$ cat src/hw/rxwb_pkg.sv
// Purpose: shared constants and carriers for the receive descriptor write-back block
// Assumes: one channel context, APB register access, 32-bit shared memory words
// Notes:   mode codes are used by both design files, register offsets by the top only
package rxwb_pkg;

    // Channel modes
    typedef enum logic [2:0] {
        RXWB_HDLC = 3'b000,
        RXWB_TMA  = 3'b001,
        RXWB_TMB  = 3'b010,
        RXWB_TMR  = 3'b011,
        RXWB_V110 = 3'b100
    } rxwb_mode_e;

    // Register offsets (byte addresses)
    localparam logic [7:0] RXWB_OFS_CTRL  = 8'h00;
    localparam logic [7:0] RXWB_OFS_FIRST = 8'h04;
    localparam logic [7:0] RXWB_OFS_SLOT  = 8'h08;
    localparam logic [7:0] RXWB_OFS_LAST  = 8'h0C;
    localparam logic [7:0] RXWB_OFS_COUNT = 8'h10;

    // Control register fields
    localparam int RXWB_CTRL_MODE_LSB = 0;
    localparam int RXWB_CTRL_CS_BIT   = 3;
    localparam int RXWB_CTRL_C32_BIT  = 4;
    localparam int RXWB_CTRL_MFL_LSB  = 16;
    localparam logic [31:0] RXWB_CTRL_RST = 32'h0104_0000;

    // Status byte bit positions
    localparam int RXWB_ST_OVR   = 0;
    localparam int RXWB_ST_ABORT = 1;
    localparam int RXWB_ST_LONG  = 2;
    localparam int RXWB_ST_NOCT  = 3;
    localparam int RXWB_ST_CRC   = 4;
    localparam int RXWB_ST_SYNC  = 5;
    localparam int RXWB_ST_SHORT = 6;

    // Status values that raise no fault
    localparam logic [7:0] RXWB_ST_CLEAN = 8'h00;
    localparam logic [7:0] RXWB_ST_SHONLY = 8'h40;

    // Short frame limits in bits
    localparam logic [15:0] RXWB_SHORT16 = 16'h0020;
    localparam logic [15:0] RXWB_SHORT32 = 16'h0030;

    // Descriptor geometry: four words, device writes the second only
    localparam int          RXWB_DESC_WORDS = 4;
    localparam logic [31:0] RXWB_WORD2_OFS  = 32'h0000_0004;
    localparam int          RXWB_W2_FE      = 31;
    localparam int          RXWB_W2_DONE    = 30;
    localparam int          RXWB_W2_TALLY   = 16;
    localparam int          RXWB_W2_STATUS  = 8;

    // One completion as reported by the receive datapath
    typedef struct packed {
        logic        frame_end;     // Frame ended in this section
        logic        sync_bad3;     // Three frames with bad sync pattern
        logic        rb_fail;       // internal_rx_buffer inaccessible
        logic        buffer_lost;   // internal_rx_buffer overflowed
        logic        abort_pattern; // Ended by 7F abort flag
        logic        abort_cmd;     // Receive abort command
        logic        fast_abort;    // Fast receive abort command
        logic        hold_seen;     // HOLD bit in current descriptor
        logic        crc_bad;       // Frame check failed
        logic        redirect;      // Jump, fast abort or init command
        logic        init_cmd;      // Receive initialize: no write-back
        logic [15:0] frame_bits;    // Bits between opening and closing flag
        logic [12:0] byte_tally;    // Bytes stored in this section
        logic [31:0] next_ptr;      // Next descriptor pointer from memory
    } rxwb_cmp_s;

    // Memory write toward shared memory
    typedef struct packed {
        logic [31:0] addr;
        logic [31:0] data;
    } rxwb_mem_s;

endpackage : rxwb_pkg

$ cat src/hw/rxwb_status_build.sv
// Purpose: build the status byte and the fault decision of one completion
// Assumes: inputs stable while the caller samples the outputs
// Notes:   purely combinational
`timescale 1ns/1ns
module rxwb_status_build
    import rxwb_pkg::*;
(
    input  wire rxwb_mode_e  mode,       // Channel mode
    input  wire logic        cs_sel,     // checksum_select
    input  wire logic        crc32,      // 32-bit frame check in use
    input  wire logic [15:0] max_len,    // max_frame_length in bits
    input  wire rxwb_cmp_s   cmp,        // Completion causes
    output logic      [7:0]  status,     // Masked status byte
    output logic             fault       // Fault interrupt wanted
);

    logic [7:0] raw;
    logic [7:0] keep;
    logic       long_f;
    logic       hdlc;

    // Every applicable cause sets its own bit together
    always_comb begin
        hdlc   = (mode == RXWB_HDLC);
        long_f = (cmp.frame_bits > max_len);
        raw    = 8'h00;
        raw[RXWB_ST_OVR]   = cmp.buffer_lost | cmp.rb_fail;
        raw[RXWB_ST_ABORT] = cmp.fast_abort | cmp.hold_seen |
                             (hdlc & (cmp.abort_pattern | cmp.abort_cmd));
        raw[RXWB_ST_LONG]  = long_f;
        raw[RXWB_ST_NOCT]  = (cmp.frame_bits[2:0] != 3'b000);
        raw[RXWB_ST_CRC]   = cmp.crc_bad;
        raw[RXWB_ST_SYNC]  = cmp.sync_bad3;
        raw[RXWB_ST_SHORT] = crc32 ? (cmp.frame_bits <= RXWB_SHORT32)
                                   : (cmp.frame_bits <= RXWB_SHORT16);
    end

    // Bits a mode cannot report are forced to zero
    always_comb begin
        case (mode)
            RXWB_HDLC: keep = cs_sel ? 8'h1F : 8'h5F;
            RXWB_V110: keep = 8'h23;
            RXWB_TMB,
            RXWB_TMR:  keep = 8'h0F;
            RXWB_TMA:  keep = 8'h02;
            default:   keep = 8'h00;
        endcase
        status = raw & keep;
        fault  = (status != RXWB_ST_CLEAN) && (status != RXWB_ST_SHONLY);
    end

endmodule : rxwb_status_build

$ cat src/hw/rxwb_top.sv
// Purpose: receive descriptor completion write-back with branch to next descriptor
// Assumes: completions arrive on a valid/ready port, memory writes are acked by ready
// Notes:   registers over APB with zero wait states
// How it works
// - Only second descriptor word is written
// - Frame end sets frame_end, done, frame interrupt in HDLC, TMB, TMR
// - V.110 sync loss completes with fault
// - V.110 buffer failure completes with fault
// - Store next pointer, then branch at once
// - Tally holds bytes placed in section
// - Status written always; fault unless 00/40
// - Mode-inapplicable status bits forced to zero
// - short_frame only HDLC, checksum_select zero
// - Short frame: 32 or 48 bit limit
// - Three bad sync frames set sync_lost
// - Failed frame check sets checksum_error
// - Non-octet bit count sets non_octet_length
// - Overlong frame aborted until next flag
// - Abort causes differ for HDLC and others
// - Buffer overflow sets buffer_overrun
// - Non-HDLC abort only by fast abort/HOLD
// - Multiple causes set all their bits
// - Overrun status not changed by later abort-flag frames
// - Redirect commands branch to first pointer
//
// The APB register port and the address map were chosen for this implementation.
`timescale 1ns/1ns
module rxwb_top
    import rxwb_pkg::*;
#(
    parameter int CNT_W = 16                      // Completion counter width
) (
    input  wire logic        pclk,                // APB and core clock
    input  wire logic        presetn,             // Asynchronous reset, active low
    input  wire logic        psel,                // APB select
    input  wire logic        penable,             // APB enable
    input  wire logic        pwrite,              // APB direction
    input  wire logic [7:0]  paddr,               // APB byte address
    input  wire logic [31:0] pwdata,              // APB write data
    output logic      [31:0] prdata,              // APB read data
    output logic             pready,              // APB ready
    output logic             pslverr,             // APB error on unmapped address
    input  wire logic        cmp_valid,           // Completion offered
    input  wire rxwb_cmp_s   cmp,                 // Completion content
    output logic             cmp_ready,           // Completion taken
    output rxwb_mem_s        mem,                 // Write-back address and data
    output logic             mem_valid,           // Write-back request
    input  wire logic        mem_ready,           // Shared memory took the word
    input  wire logic        bit_valid,           // One received bit counted
    input  wire logic        flag_seen,           // Flag recognised on the line
    output logic             frame_discard,       // Overlong frame being dropped
    output logic             irq_valid,           // Interrupt event pulse
    output logic             irq_frame,           // frame_indication
    output logic             irq_fault            // fault_flag
);

    typedef enum logic [1:0] {
        ST_IDLE   = 2'b00,
        ST_WRITE  = 2'b01,
        ST_BRANCH = 2'b10
    } rxwb_state_e;

    rxwb_state_e state;
    logic [31:0] ctrl;
    logic [31:0] first_ptr;
    logic [31:0] slot;
    logic [31:0] last_word;
    logic [CNT_W-1:0] done_cnt;
    logic [31:0] next_ptr;
    logic        pend_frame;
    logic        pend_fault;
    logic        ovr_lock;
    logic [15:0] bit_run;
    logic [7:0]  st_byte;
    logic        st_fault;
    logic        fe_mode;
    logic        take;
    logic        drop;
    logic        wr_done;
    logic        apb_wr;
    logic        apb_rd;
    rxwb_mode_e  mode;

    function automatic logic mapped(input logic [7:0] a);
        mapped = (a == RXWB_OFS_CTRL) || (a == RXWB_OFS_FIRST) || (a == RXWB_OFS_SLOT) ||
                 (a == RXWB_OFS_LAST) || (a == RXWB_OFS_COUNT);
    endfunction : mapped

    ////////////////////////////////////////////////////////////////////////////
    // Status composition

    rxwb_status_build u_status (
        .mode    (mode),
        .cs_sel  (ctrl[RXWB_CTRL_CS_BIT]),
        .crc32   (ctrl[RXWB_CTRL_C32_BIT]),
        .max_len (ctrl[RXWB_CTRL_MFL_LSB +: 16]),
        .cmp     (cmp),
        .status  (st_byte),
        .fault   (st_fault)
    );

    // Mode decode; frame_end only exists in frame-oriented modes
    always_comb begin
        mode    = rxwb_mode_e'(ctrl[RXWB_CTRL_MODE_LSB +: 3]);
        fe_mode = (mode == RXWB_HDLC) || (mode == RXWB_TMB) || (mode == RXWB_TMR);
    end

    ////////////////////////////////////////////////////////////////////////////
    // APB slave: zero wait states, read data loaded in the setup cycle

    assign pready = 1'b1;
    assign apb_wr = psel && penable && pwrite && mapped(paddr);
    assign apb_rd = psel && !penable && !pwrite;

    always_ff @(posedge pclk or negedge presetn) begin
        if (!presetn) begin
            prdata <= 32'h0000_0000;
        end else if (apb_rd) begin
            case (paddr)
                RXWB_OFS_CTRL:  prdata <= ctrl;
                RXWB_OFS_FIRST: prdata <= first_ptr;
                RXWB_OFS_SLOT:  prdata <= slot;
                RXWB_OFS_LAST:  prdata <= last_word;
                RXWB_OFS_COUNT: prdata <= 32'(done_cnt);
                default:        prdata <= 32'h0000_0000;
            endcase
        end
    end

    // Unmapped addresses answer with an error in the access phase
    assign pslverr = psel && penable && !mapped(paddr);

    // Configuration registers
    always_ff @(posedge pclk or negedge presetn) begin
        if (!presetn) begin
            ctrl      <= RXWB_CTRL_RST;
            first_ptr <= 32'h0000_0000;
        end else if (apb_wr) begin
            if (paddr == RXWB_OFS_CTRL)
                ctrl <= pwdata;
            if (paddr == RXWB_OFS_FIRST)
                first_ptr <= pwdata;
        end
    end

    ////////////////////////////////////////////////////////////////////////////
    // Overlong guard: drop the rest of a long frame until the next flag

    always_ff @(posedge pclk or negedge presetn) begin
        if (!presetn) begin
            bit_run       <= 16'h0000;
            frame_discard <= 1'b0;
        end else if (flag_seen) begin
            bit_run       <= 16'h0000;
            frame_discard <= 1'b0;
        end else if (bit_valid && !frame_discard) begin
            bit_run <= bit_run + 16'h0001;
            if (bit_run >= ctrl[RXWB_CTRL_MFL_LSB +: 16])
                frame_discard <= 1'b1;
        end
    end

    ////////////////////////////////////////////////////////////////////////////
    // Completion acceptance

    assign cmp_ready = (state == ST_IDLE);
    assign take      = cmp_valid && cmp_ready;
    // After an overrun, a plain aborted frame must not overwrite that report
    assign drop      = ovr_lock && !cmp.buffer_lost && cmp.abort_pattern && !cmp.redirect;
    assign wr_done   = mem_valid && mem_ready;

    // Overrun lock holds until a frame ends with no abort flag and no overrun
    always_ff @(posedge pclk or negedge presetn) begin
        if (!presetn) begin
            ovr_lock <= 1'b0;
        end else if (take) begin
            if (st_byte[RXWB_ST_OVR])
                ovr_lock <= 1'b1;
            else if (cmp.frame_end && !cmp.abort_pattern)
                ovr_lock <= 1'b0;
        end
    end

    ////////////////////////////////////////////////////////////////////////////
    // Sequencer: write second word, then store pointer and branch

    always_ff @(posedge pclk or negedge presetn) begin
        if (!presetn) begin
            state <= ST_IDLE;
        end else begin
            case (state)
                ST_IDLE: begin
                    if (take && !drop)
                        state <= cmp.init_cmd ? ST_BRANCH : ST_WRITE;
                end
                ST_WRITE: begin
                    if (wr_done)
                        state <= ST_BRANCH;
                end
                ST_BRANCH: state <= ST_IDLE;
                default:   state <= ST_IDLE;
            endcase
        end
    end

    // Latch the word to write and where to go next
    always_ff @(posedge pclk or negedge presetn) begin
        if (!presetn) begin
            mem        <= '0;
            next_ptr   <= 32'h0000_0000;
            pend_frame <= 1'b0;
            pend_fault <= 1'b0;
        end else if (take && !drop) begin
            mem.addr <= slot + RXWB_WORD2_OFS;
            mem.data <= '0;
            mem.data[RXWB_W2_FE]   <= cmp.frame_end && fe_mode;
            mem.data[RXWB_W2_DONE] <= 1'b1;
            mem.data[RXWB_W2_TALLY +: 13]  <= cmp.byte_tally;
            mem.data[RXWB_W2_STATUS +: 8]  <= st_byte;
            next_ptr   <= cmp.redirect ? first_ptr : cmp.next_ptr;
            pend_frame <= cmp.frame_end && fe_mode && !cmp.init_cmd;
            pend_fault <= st_fault && !cmp.init_cmd;
        end
    end

    assign mem_valid = (state == ST_WRITE);

    // Descriptor slot and history
    always_ff @(posedge pclk or negedge presetn) begin
        if (!presetn) begin
            slot      <= 32'h0000_0000;
            last_word <= 32'h0000_0000;
            done_cnt  <= '0;
        end else if (state == ST_BRANCH) begin
            slot <= next_ptr;
        end else if (wr_done) begin
            last_word <= mem.data;
            done_cnt  <= done_cnt + 1'b1;
        end else if (apb_wr && paddr == RXWB_OFS_SLOT) begin
            slot <= pwdata;
        end
    end

    // Interrupt event goes out when the word has been written
    always_ff @(posedge pclk or negedge presetn) begin
        if (!presetn) begin
            irq_valid <= 1'b0;
            irq_frame <= 1'b0;
            irq_fault <= 1'b0;
        end else begin
            irq_valid <= wr_done && (pend_frame || pend_fault);
            irq_frame <= wr_done && pend_frame;
            irq_fault <= wr_done && pend_fault;
        end
    end
endmodule : rxwb_top

$ cat config.mk
export PLATFORM = sky130hd
export DESIGN_NAME = rxwb_top
export DESIGN_NICKNAME = d
export VERILOG_FILES = /design/src/hw/rxwb_pkg.sv /design/src/hw/rxwb_status_build.sv /design/src/hw/rxwb_top.sv
export SDC_FILE = /design/constraint.sdc
export NUM_CORES = 1
export LEC_CHECK = 0
export BUFFER_PORTS_ARGS = -buffer_cell sky130_fd_sc_hd__buf_2
export CAP_MARGIN = 10
export CORE_UTILIZATION = 45
export DETAILED_ROUTE_END_ITERATION = 10
export PLACE_DENSITY = 0.69
export SETUP_SLACK_MARGIN = 0.15
export SLEW_MARGIN = 20
export SYNTH_ARGS = -nofsm -noshare
export SYNTH_HDL_FRONTEND = slang
export SYNTH_SLANG_ARGS = --single-unit
$ cat constraint.sdc
create_clock -name pclk -period 2.2 [get_ports pclk]
set_input_delay 0 -clock pclk [delete_from_list [all_inputs] [get_ports pclk]]
set_output_delay 0 -clock pclk [all_outputs]
set_load 0.01 [all_outputs]
== Word-level counts from Yosys, hierarchy flattened ==
Index checks and enable logic that the tools add are counted.
Word-level totals
  register bits: 279
  bits of input ports: 121
  logic and storage cells: 120
Operators by class
  add/sub/neg operators: 3
  $lt $le $gt $ge: 4
  equality and inequality tests: 14
  multiplexer cells: 19
  bitwise gates (word level): 7
  reductions and logical operators: 55
Operators by type and width (number)
  $pmux 32 s5: 1
  $mux 32: 4
  $add 16x1->16 const B: 2
  $add 32x3->32 const B: 1
  $le 16x6->1 const B: 2
  $mux 16: 2
  $pmux 8 s4: 1
  $logic_and 1x1->1: 22
  $eq 8x4->1 const B: 2
  $ge 16x16->1: 1
  $gt 16x16->1: 1
  $reduce_and 2->1: 7
  $logic_not 1->1: 9
  $and 7x8->8: 1
  $eq 8x3->1 const B: 1
  $eq 8x5->1 const B: 1
  $logic_not 8->1: 1
  $ne 8x7->1 const B: 1
  $reduce_bool 2->1: 4
  $reduce_bool 8->1: 1
  $logic_or 1x1->1: 7
  $mux 7: 1
  $eq 3x2->1 const B: 2
  $mux 1: 6
  14 further kinds: 21

== Depth between registers and ports, before layout ==
Gate-level depths: netlist of run 1.
  depth after elaboration: 10
  depth in mapped cells: 8
  depth with buffers taken out: 7

== By module ==
A second synthesis of run 1 with hierarchy kept.
Second synthesis, totals
  cells, all modules: 1278
  area, all modules: 13882.1 um^2
By module, submodules not included
  rxwb_top: instances 1, cells an instance 1188, area an instance 13265.2 um^2, seq. area each 6984.2 um^2
  rxwb_status_build: instances 1, cells an instance 90, area an instance 616.8 um^2, seq. area each 0.0 um^2

== Worst setup path after synthesis of run 1 ==
No wires, ideal clock.
  path type: reg-to-reg
  from: reg slot[2]
  to: reg mem[62] (netlist bit)
  data arrival time: 1.992 ns
  required time: 2.075 ns
  path slack: 0.083 ns
  cell stages (with the launch flop): 8
  buffers on the path: 1
  period minus slack after synthesis: 2.117 ns
  cell sequence: dfrtp_1 ha_1 nand4_1 or4_1 buf_2 nor4_2 xnor2_1 mux2_2
Between the ends
  word-level cells in the longest chain between the ends: 1
Ends and longest elaborated chain
  start: declaration: RTL line rxwb_top.sv:66  | logic [31:0] slot;
  start signal: assignment: RTL line rxwb_top.sv:235  | slot <= next_ptr;
  start signal: assignment: RTL line rxwb_top.sv:240  | slot <= pwdata;
  $add 32x3->32: RTL line rxwb_top.sv:214  | mem.addr <= slot + RXWB_WORD2_OFS;
  end: declaration: RTL line rxwb_top.sv:46  | output rxwb_mem_s mem,
Every way passes these cells.
A chain may end at the register's enable or synchronous reset.

== Worst setup path in the final report of run 1 ==
  from: reg slot[14]
  to: reg mem[62] (netlist bit)
Same word-level chain as after synthesis.

==> summary.txt, run 1 <==
Route
  – Vias: between 10000 and 15000
  – DRC Markers: 2
  – Iteration-0 DRC count of the detailed router: between 800 and 900
  – Via-to-Cell Ratio: around 5.6
  – Routed Antenna Nets: 0
  – Routed length per instance: approximately 21 um
  – Drt pass-1 iters: 8
  – Post-Route WL: just over 40000 um

Clocking
  – Clock Tree Buf Depth: 3
  – Clk_lat worst skew: approximately 0.57 ns
  – Root Driver: clkbuf_16
  – CTS tree: done
  – # clock sinks: ~280
  – Inserted Clock Buffers: 30
  – Clk slew on worst S/H paths: 0.06 ns
  – H-tree depth: 1

Worst setup path
  – Critical path type: flip-flop to flip-flop
  – Crit-path max FO: 4
  – CP endpoint kind: flip-flop
  – Crit start category: flip-flop
  – Required @ worst endpoint: about 2.7 ns
  – Worst endpoint data arrival time: between 2 and 2.5 ns

Synth
  – Number of flops mapped to enable cells by yosys: 0
  – Synthesized area: approximately 13000 um2
  – FFs w/ async S/R, synth: 1.00
  – Largest cells by area after synthesis: dfrtp_1 51%, mux2_2 7.6%, nand2_1 5.3%
  – Seq/Total Area, Yosys: 0.514
  – Synth Flop Type: dfrtp_1
  – Yosys warns: 0
  – Synth cell types: between 60 and 70
  – Mean Syn Cell Area: approximately 11 um2
  – Largest area contributor in the netlist: dfrtp_1
  – Yosys top cell area share: 0.510
  – Mapped Cells: 1229
  – Synth top cells by count: 275 x dfrtp_1, 191 x nand2_1, 104 x o21ai_0, 91 x mux2_2, 51 x clkbuf_1
  – Top-count cell post-synth: dfrtp_1
  – FF+latch count, synth: 277

Floorplan
  – Initial Util: 0.456
  – Die W: around 180 um
  – Core Region: around 30000 um2
  – Die footprint: between 30000 and 40000 um2
  – Die Y-Extent: 175 um
  – Row Count: 63
  – I/O pins: 225

Place
  – RePlAce Congestion: between 0.9 and 1
  – Port Buffers: about 210
  – DPL Wire Length: 28500 um
  – Placed instance count: roughly 1800

Global routing
  – Largest net degree at the start of global routing: 67
  – Total grt overflow: 0
  – Initial antenna violation count: 0
  – Global router's overall resource usage: 0.273
  – Vias in the first global route: 11134
  – First-pass GRT wire length: roughly 64000 um

Finish
  – Layout Cells excl Fill: 1974
  – Area grow syn2layout: 29.4%
  – Area of the multi-input gates: 6210 um2
  – Fillers: around 2400
  – Layout cell share with drive strength beyond 1: 0.314
  – Final nets: between 1500 and 2000
  – Storage cell area: 6940 um2
  – Antenna cells: 0

Timing
  – Worst Max-Slew Pin Slew: around 0.73 ns
  – Setup-failing EPs final: 0
  – Total Neg Setup Slack: 0 ns
  – Rel. slew slack: 0.514
  – RSZ-0062 raised after global routing: yes
  – Clock Skew: approximately 0.014 ns
  – Hold Violations, Final: 0
  – Fmax: 0.500 GHz
  – Tmin final: between 2 and 2.5 ns
  – Worst-case hold slack: around 0.050 ns
  – Final Max Tran Viols: 0
  – Period utilisation layout: 0.910

Job
  – Max Cap Violations: 0

Pwr
  – Worst vdd ir: between 0.6 and 0.7 mV
  – P_leak: a little over 0.008 uW
  – PwrDens: approximately 1100 nW/um2

Outcome
  – Violated checks: DRC
  – Status: finished with violations

Worst hold path
  – Hold Crit Class: input port to asynchronous set/reset pin
flip-flops by register name, indices dropped and copies added (netlist names), 22 cells and up:
name	count
next_ptr	32
last_word	22
first_ptr	32
mem	54
ctrl	32
slot	32
prdata	32
final cells by class:
class / instances / area share
flip-flops and latches: 277 / 0.397
multi-input cells: 850 / 0.356
repair buffers: 370 / 0.148
clock buffers: 37 / 0.0485
well taps: 390 / 0.0279
clock inverters: 19 / 0.0155
inverters: 31 / 0.00666
layout by cell type (no fill, tap or decap), types with 13 or more instances in the layout:
cell type / n
xnor2_1: 35
nand4_1: 17
dlygate4sd3_1: 102
nand2_1: 191
buf_4: 49
nand2b_1: 38
nor2b_1: 13
o221a_2: 28
mux2_2: 91
ha_1: 34
mux2i_1: 33
o21ai_0: 101
clkbuf_16: 30
mux4_2: 19
buf_2: 212
dfrtp_1: 271
inv_1: 31
a22oi_1: 21
xor2_1: 20
nor2_1: 42
nand3_1: 20
path summary, 6_finish.rpt:
| kind | endpoint | cells past startpoint | start | slack, ns |
|---|---|---|---|---|
| hold / removal | ctrl[18] | 2 | presetn | 0.05 |
| hold reg to reg | next_ptr[30] | 2 | next_ptr[30] | 0.47 |
| max in group asynchronous | ctrl[1] | 3 | presetn | 1.65 |
| setup / recovery | mem[62] | 6 | slot[14] | 0.20 |
| min in group pclk | prdata[7] | 5 | paddr[7] | 0.05 |
| setup reg to reg | mem[62] | 6 | slot[14] | 0.20 |
what timing repair did:
action	4_1_cts	5_1_grt
hold buffers	103	0
gates resized for setup	3	22
pin swaps	0	5
endpoints found under the hold margin	453	0
setup endpoints to repair	7	18
buffers inserted	0	2
stage by stage:
stage	util	instance area [um2]	setup WS, ns	power, uW
floorplan	-	13500	0.0961	10400
global placement	0.514	15200	0.173	12400
detailed placement	0.514	15200	0.112	12600
CTS	0.588	17400	0.155	18400
global route	0.591	17500	0.0767	19400
finish	0.591	17500	0.198	18500
kinds of logic after synthesis:
logic type | Yosys count | synth area share
XOR/XNOR | 55 | 0.0357
adder cells (fa/ha/maj) | 36 | 0.0332
flip-flops | 277 | 0.514
AND/OR/NAND/NOR | 388 | 0.139
buffers and inverters | 111 | 0.0364
multiplexers | 143 | 0.132
other | 2 | 0.000557
AO/OA/AOI/OAI | 217 | 0.109
routing by layer:
| metal | share of wire | vias to the layer above | global-route usage |
|---|---|---|---|
| li1 | - | 5009 | - |
| met1 | 0.43 | 5458 | 0.381 |
| met2 | 0.46 | 455 | 0.435 |
| met3 | 0.068 | 82 | 0.0385 |
| met4 | 0.034 | 0 | 0.0967 |
| met5 | 0 | - | 0 |
worst max-delay path, stage by stage (launching register included):
cell and delay [ns]:
dfrtp_1 0.40, buf_4 0.14, nand3_1 0.15, or4_4 0.56
nor4_4 0.30, xnor2_1 0.09, mux2_2 0.26
power by group:
part / total (uW) / switching, uW / internal [uW]
Clock: 5620 / 2180 / 3440
Sequential: 7550 / 1140 / 6410
Combinational: 5290 / 2750 / 2540
Total: 18500 / 6070 / 12400
Power figures use the tool's default switching activity.
==> inputs of run 2 (changes only) <==
==> constraint.sdc (replaced) <==
create_clock -name pclk -period 1.7 [get_ports pclk]
set_input_delay 0 -clock pclk [delete_from_list [all_inputs] [get_ports pclk]]
set_output_delay 0 -clock pclk [all_outputs]
set_load 0.01 [all_outputs]
==> run 2 against run 1 <==
  * The run ends with setup timing left
  * Final cell count is 6.7% higher
  * Global-route usage is 1.5 points higher
  * Clock skew is 0.0060 ns higher
  * Routed wire length is 16% higher
  * Design area is 16% higher
  * Sequential share of layout area is 5.4 points lower
  * Critical path depth is 1 higher
  * Sequential power is 31% higher
  * Count of clock-buffer cells in the layout is 15 higher
  * Critical path type unchanged
  * Highest routed layer unchanged
==> summary.txt, run 2 (synthesis results as in run 1) <==
Worst setup path
  – Required @ worst endpoint: 2.14 ns (-0.51 ns)
  – Critical-path top delay cell: or4_4
  – Critical path type: flip-flop to flip-flop
  – Worst R2R End: mem[60]
  – Worst r2r src: slot[2]
  – Crit start category: flip-flop
  – Crit-path max FO: 7 (+3)
  – Crit-path cells: ha_2, nand4_1, or4_4, buf_6, nor2_1, xnor2_1, o21ai_0
  – Worst endpoint data arrival time: 2.37 ns (-0.08 ns)
  – CP endpoint kind: flip-flop
  – Slowest stage delay, CP: 0.54 ns (-0.02 ns)
  – Reg2Reg Depth: 7 (+1)
  – Setup slack, reg-to-reg: -0.23 ns (-0.43 ns)

Route
  – Routed Antenna Nets: 0 (unchanged)
  – Iteration-0 DRC count of the detailed router: 879 (+4.1%)
  – Post-Route WL: 47900 um (+16%)
  – Routed length per instance: 22.7 um (+8.6%)
  – Via-to-Cell Ratio: 5.75 (+3.1%)
  – DRC Markers: 0 (-2)
  – Vias: 12101 (+10%)
  – Drt pass-1 iters: 5 (-3)

Floorplan
  – Die Y-Extent: 175 um (unchanged)
  – Die W: 175 um (unchanged)
  – Core Region: 29600 um2 (unchanged)
  – Row Count: 63 (unchanged)
  – Die footprint: 30700 um2 (unchanged)
  – Initial Util: 0.456 (unchanged)
  – I/O pins: 225 (unchanged)

Global routing
  – Initial antenna violation count: 2 (+2)
  – First-pass GRT wire length: 67800 um (+5.4%)
  – Total grt overflow: 0 (unchanged)
  – Vias in the first global route: 12051 (+8.2%)
  – Largest net degree at the start of global routing: 67 (unchanged)
  – Global router's overall resource usage: 0.288 (+0.0153)

Pwr
  – Internal Pwr Total: 18400 uW (+48%)
  – Worst vdd ir: 1.06 mV (+52%)
  – P_leak: 0.00951 uW (+16%)
  – Share of power burned in combinational logic: 0.418 (+0.132)
  – Clock network power share: 0.229 (-0.076)
  – NetSw: 9710 uW (+60%)
  – Sequential share of power: 0.353 (-0.056)
  – Sw Ratio: 0.346 (+0.0174)
  – PwrDens: 1390 nW/um2 (+31%)

Timing
  – Worst Max-Slew Pin Slew: 0.717 ns (-0.0122 ns)
  – Clock Skew: 0.0200 ns (+0.00603 ns)
  – Final setup margin: -0.232 ns (-0.431 ns)
  – Setup-failing EPs final: 35 (+35)
  – Hold Violations, Final: 0 (unchanged)
  – Fmax: 0.517 GHz (+3.6%)
  – RSZ-0062 raised after global routing: yes
  – Period utilisation layout: 1.14 (+0.227)
  – Rel. slew slack: 0.522 (+0.00814)
  – Final Max Tran Viols: 0 (unchanged)
  – Tmin final: 1.93 ns (-0.0693 ns)

Finish
  – Commonest cells after routing, fill and taps aside: 274 x dfrtp_1, 211 x buf_2, 121 x nand2_1
  – Fillers: 2063 (-15%)
  – Final core occ: 0.683 (+0.0926)
  – Storage cell area: 6940 um2 (about the same)
  – Largest register by flop count: mem
  – Max reg flops: 54 (unchanged)
  – Area of the multi-input gates: 7390 um2 (+19%)
  – Cell area after layout: 20200 um2 (+16%)
  – Commonest non-fill, non-tap cell in the layout: dfrtp_1
  – Final nets: 1847 (+7.6%)
  – Layout cell share with drive strength beyond 1: 0.442 (+0.128)
  – Area grow syn2layout: 49.7%

Worst hold path
  – Hold Crit Class: input port to asynchronous set/reset pin

Clocking
  – CTS tree: done
  – Inserted Clock Buffers: 30 (unchanged)
  – Root Driver: clkbuf_16
  – Clock Tree Buf Depth: 3 (unchanged)
  – # clock sinks: 277 (unchanged)
  – Clk slew on worst S/H paths: 0.06 ns (about the same)
  – Clk_lat worst skew: 0.57 ns (about the same)
  – H-tree depth: 1 (unchanged)

Place
  – Port Buffers: 213 (unchanged)
  – RePlAce Congestion: 0.871 (-6.2%)
  – DP Area: 16100 um2 (+5.6%)
  – DPL Wire Length: 29400 um (+3.1%)

Job
  – Max Cap Violations: 0 (unchanged)

Outcome
  – Status: finished with violations
  – Violated checks: setup timing
==> run 2: worst max-delay path by stage <==
| stage | startpoint | end |
|---|---|---|
| after CTS | slot[2] | mem[62] |
| after global routing | slot[2] | mem[60] |
| final | slot[2] | mem[60] |
| after detailed placement | slot[2] | mem[62] |
| after floorplan | slot[2] | mem[62] |
| after global placement | slot[3] | mem[62] |
==> run 2: through the flow <==
| stage | hold slack [ns] | setup WS (ns) | TNS [ns] | power [uW] | instances |
|---|---|---|---|---|---|
| global route | 0.0446 | -0.287 | -5.75 | 29100 | 2106 |
| CTS | 0.00804 | -0.207 | -2.12 | 25300 | 2073 |
| global placement | 0.00872 | -0.285 | -10.46 | 17100 | 1879 |
| floorplan | -0.296 | -0.400 | -5.08 | 14000 | 1238 |
| finish | 0.00489 | -0.232 | -2.79 | 28100 | 2106 |
| detailed placement | 0.00863 | -0.309 | -11.98 | 17400 | 1879 |
==> run 2: worst max-delay path: cells and delay by family, from the launching register on <==
family                     cells  cell delay (ns)
DFF                            1             0.35
and+or+nand+nor                3             0.82
buffers and inverters          1             0.18
AOI/OAI and AO/OA              1             0.12
adders and majority gates      1             0.19
xor gates and xnor gates       1             0.15
==> run 2: power groups by stage <==
stage | logic, uW | clock network (uW) | registers [uW]
6_report | 11700 | 6430 | 9900
5_1_grt | 12400 | 6710 | 10000
4_1_cts | 9340 | 6470 | 9530
3_5_place_dp | 7800 | 0 | 9600
3_3_place_gp | 7600 | 0 | 9530
2_1_floorplan | 4350 | 0 | 9690
==> run 2: routing by layer <==
| metal | track usage | up-vias | part of all wire |
|---|---|---|---|
| met5 | 0 | - | 0 |
| met1 | 0.385 | 6077 | 0.40 |
| li1 | - | 5311 | - |
| met3 | 0.0550 | 125 | 0.085 |
| met2 | 0.466 | 588 | 0.48 |
| met4 | 0.108 | 0 | 0.038 |
==> run 2: layout make-up <==
cell class	instances	share of cell area
multi-input cells	851	0.366
flip-flops and latches	277	0.343
repair buffers	500	0.213
clock buffers	52	0.0453
well taps	390	0.0242
inverters	31	0.00576
clock inverters	4	0.00223
diodes	1	0.000124
==> run 2: timing repair <==
| action | in CTS | in global routing |
|---|---|---|
| endpoints found under the hold margin | 453 | 0 |
| gates cloned | 9 | 16 |
| pin swaps | 24 | 82 |
| gates resized for setup | 94 | 268 |
| setup endpoints to repair | 132 | 173 |
| setup buffers | 21 | 17 |
| hold buffers | 108 | 0 |
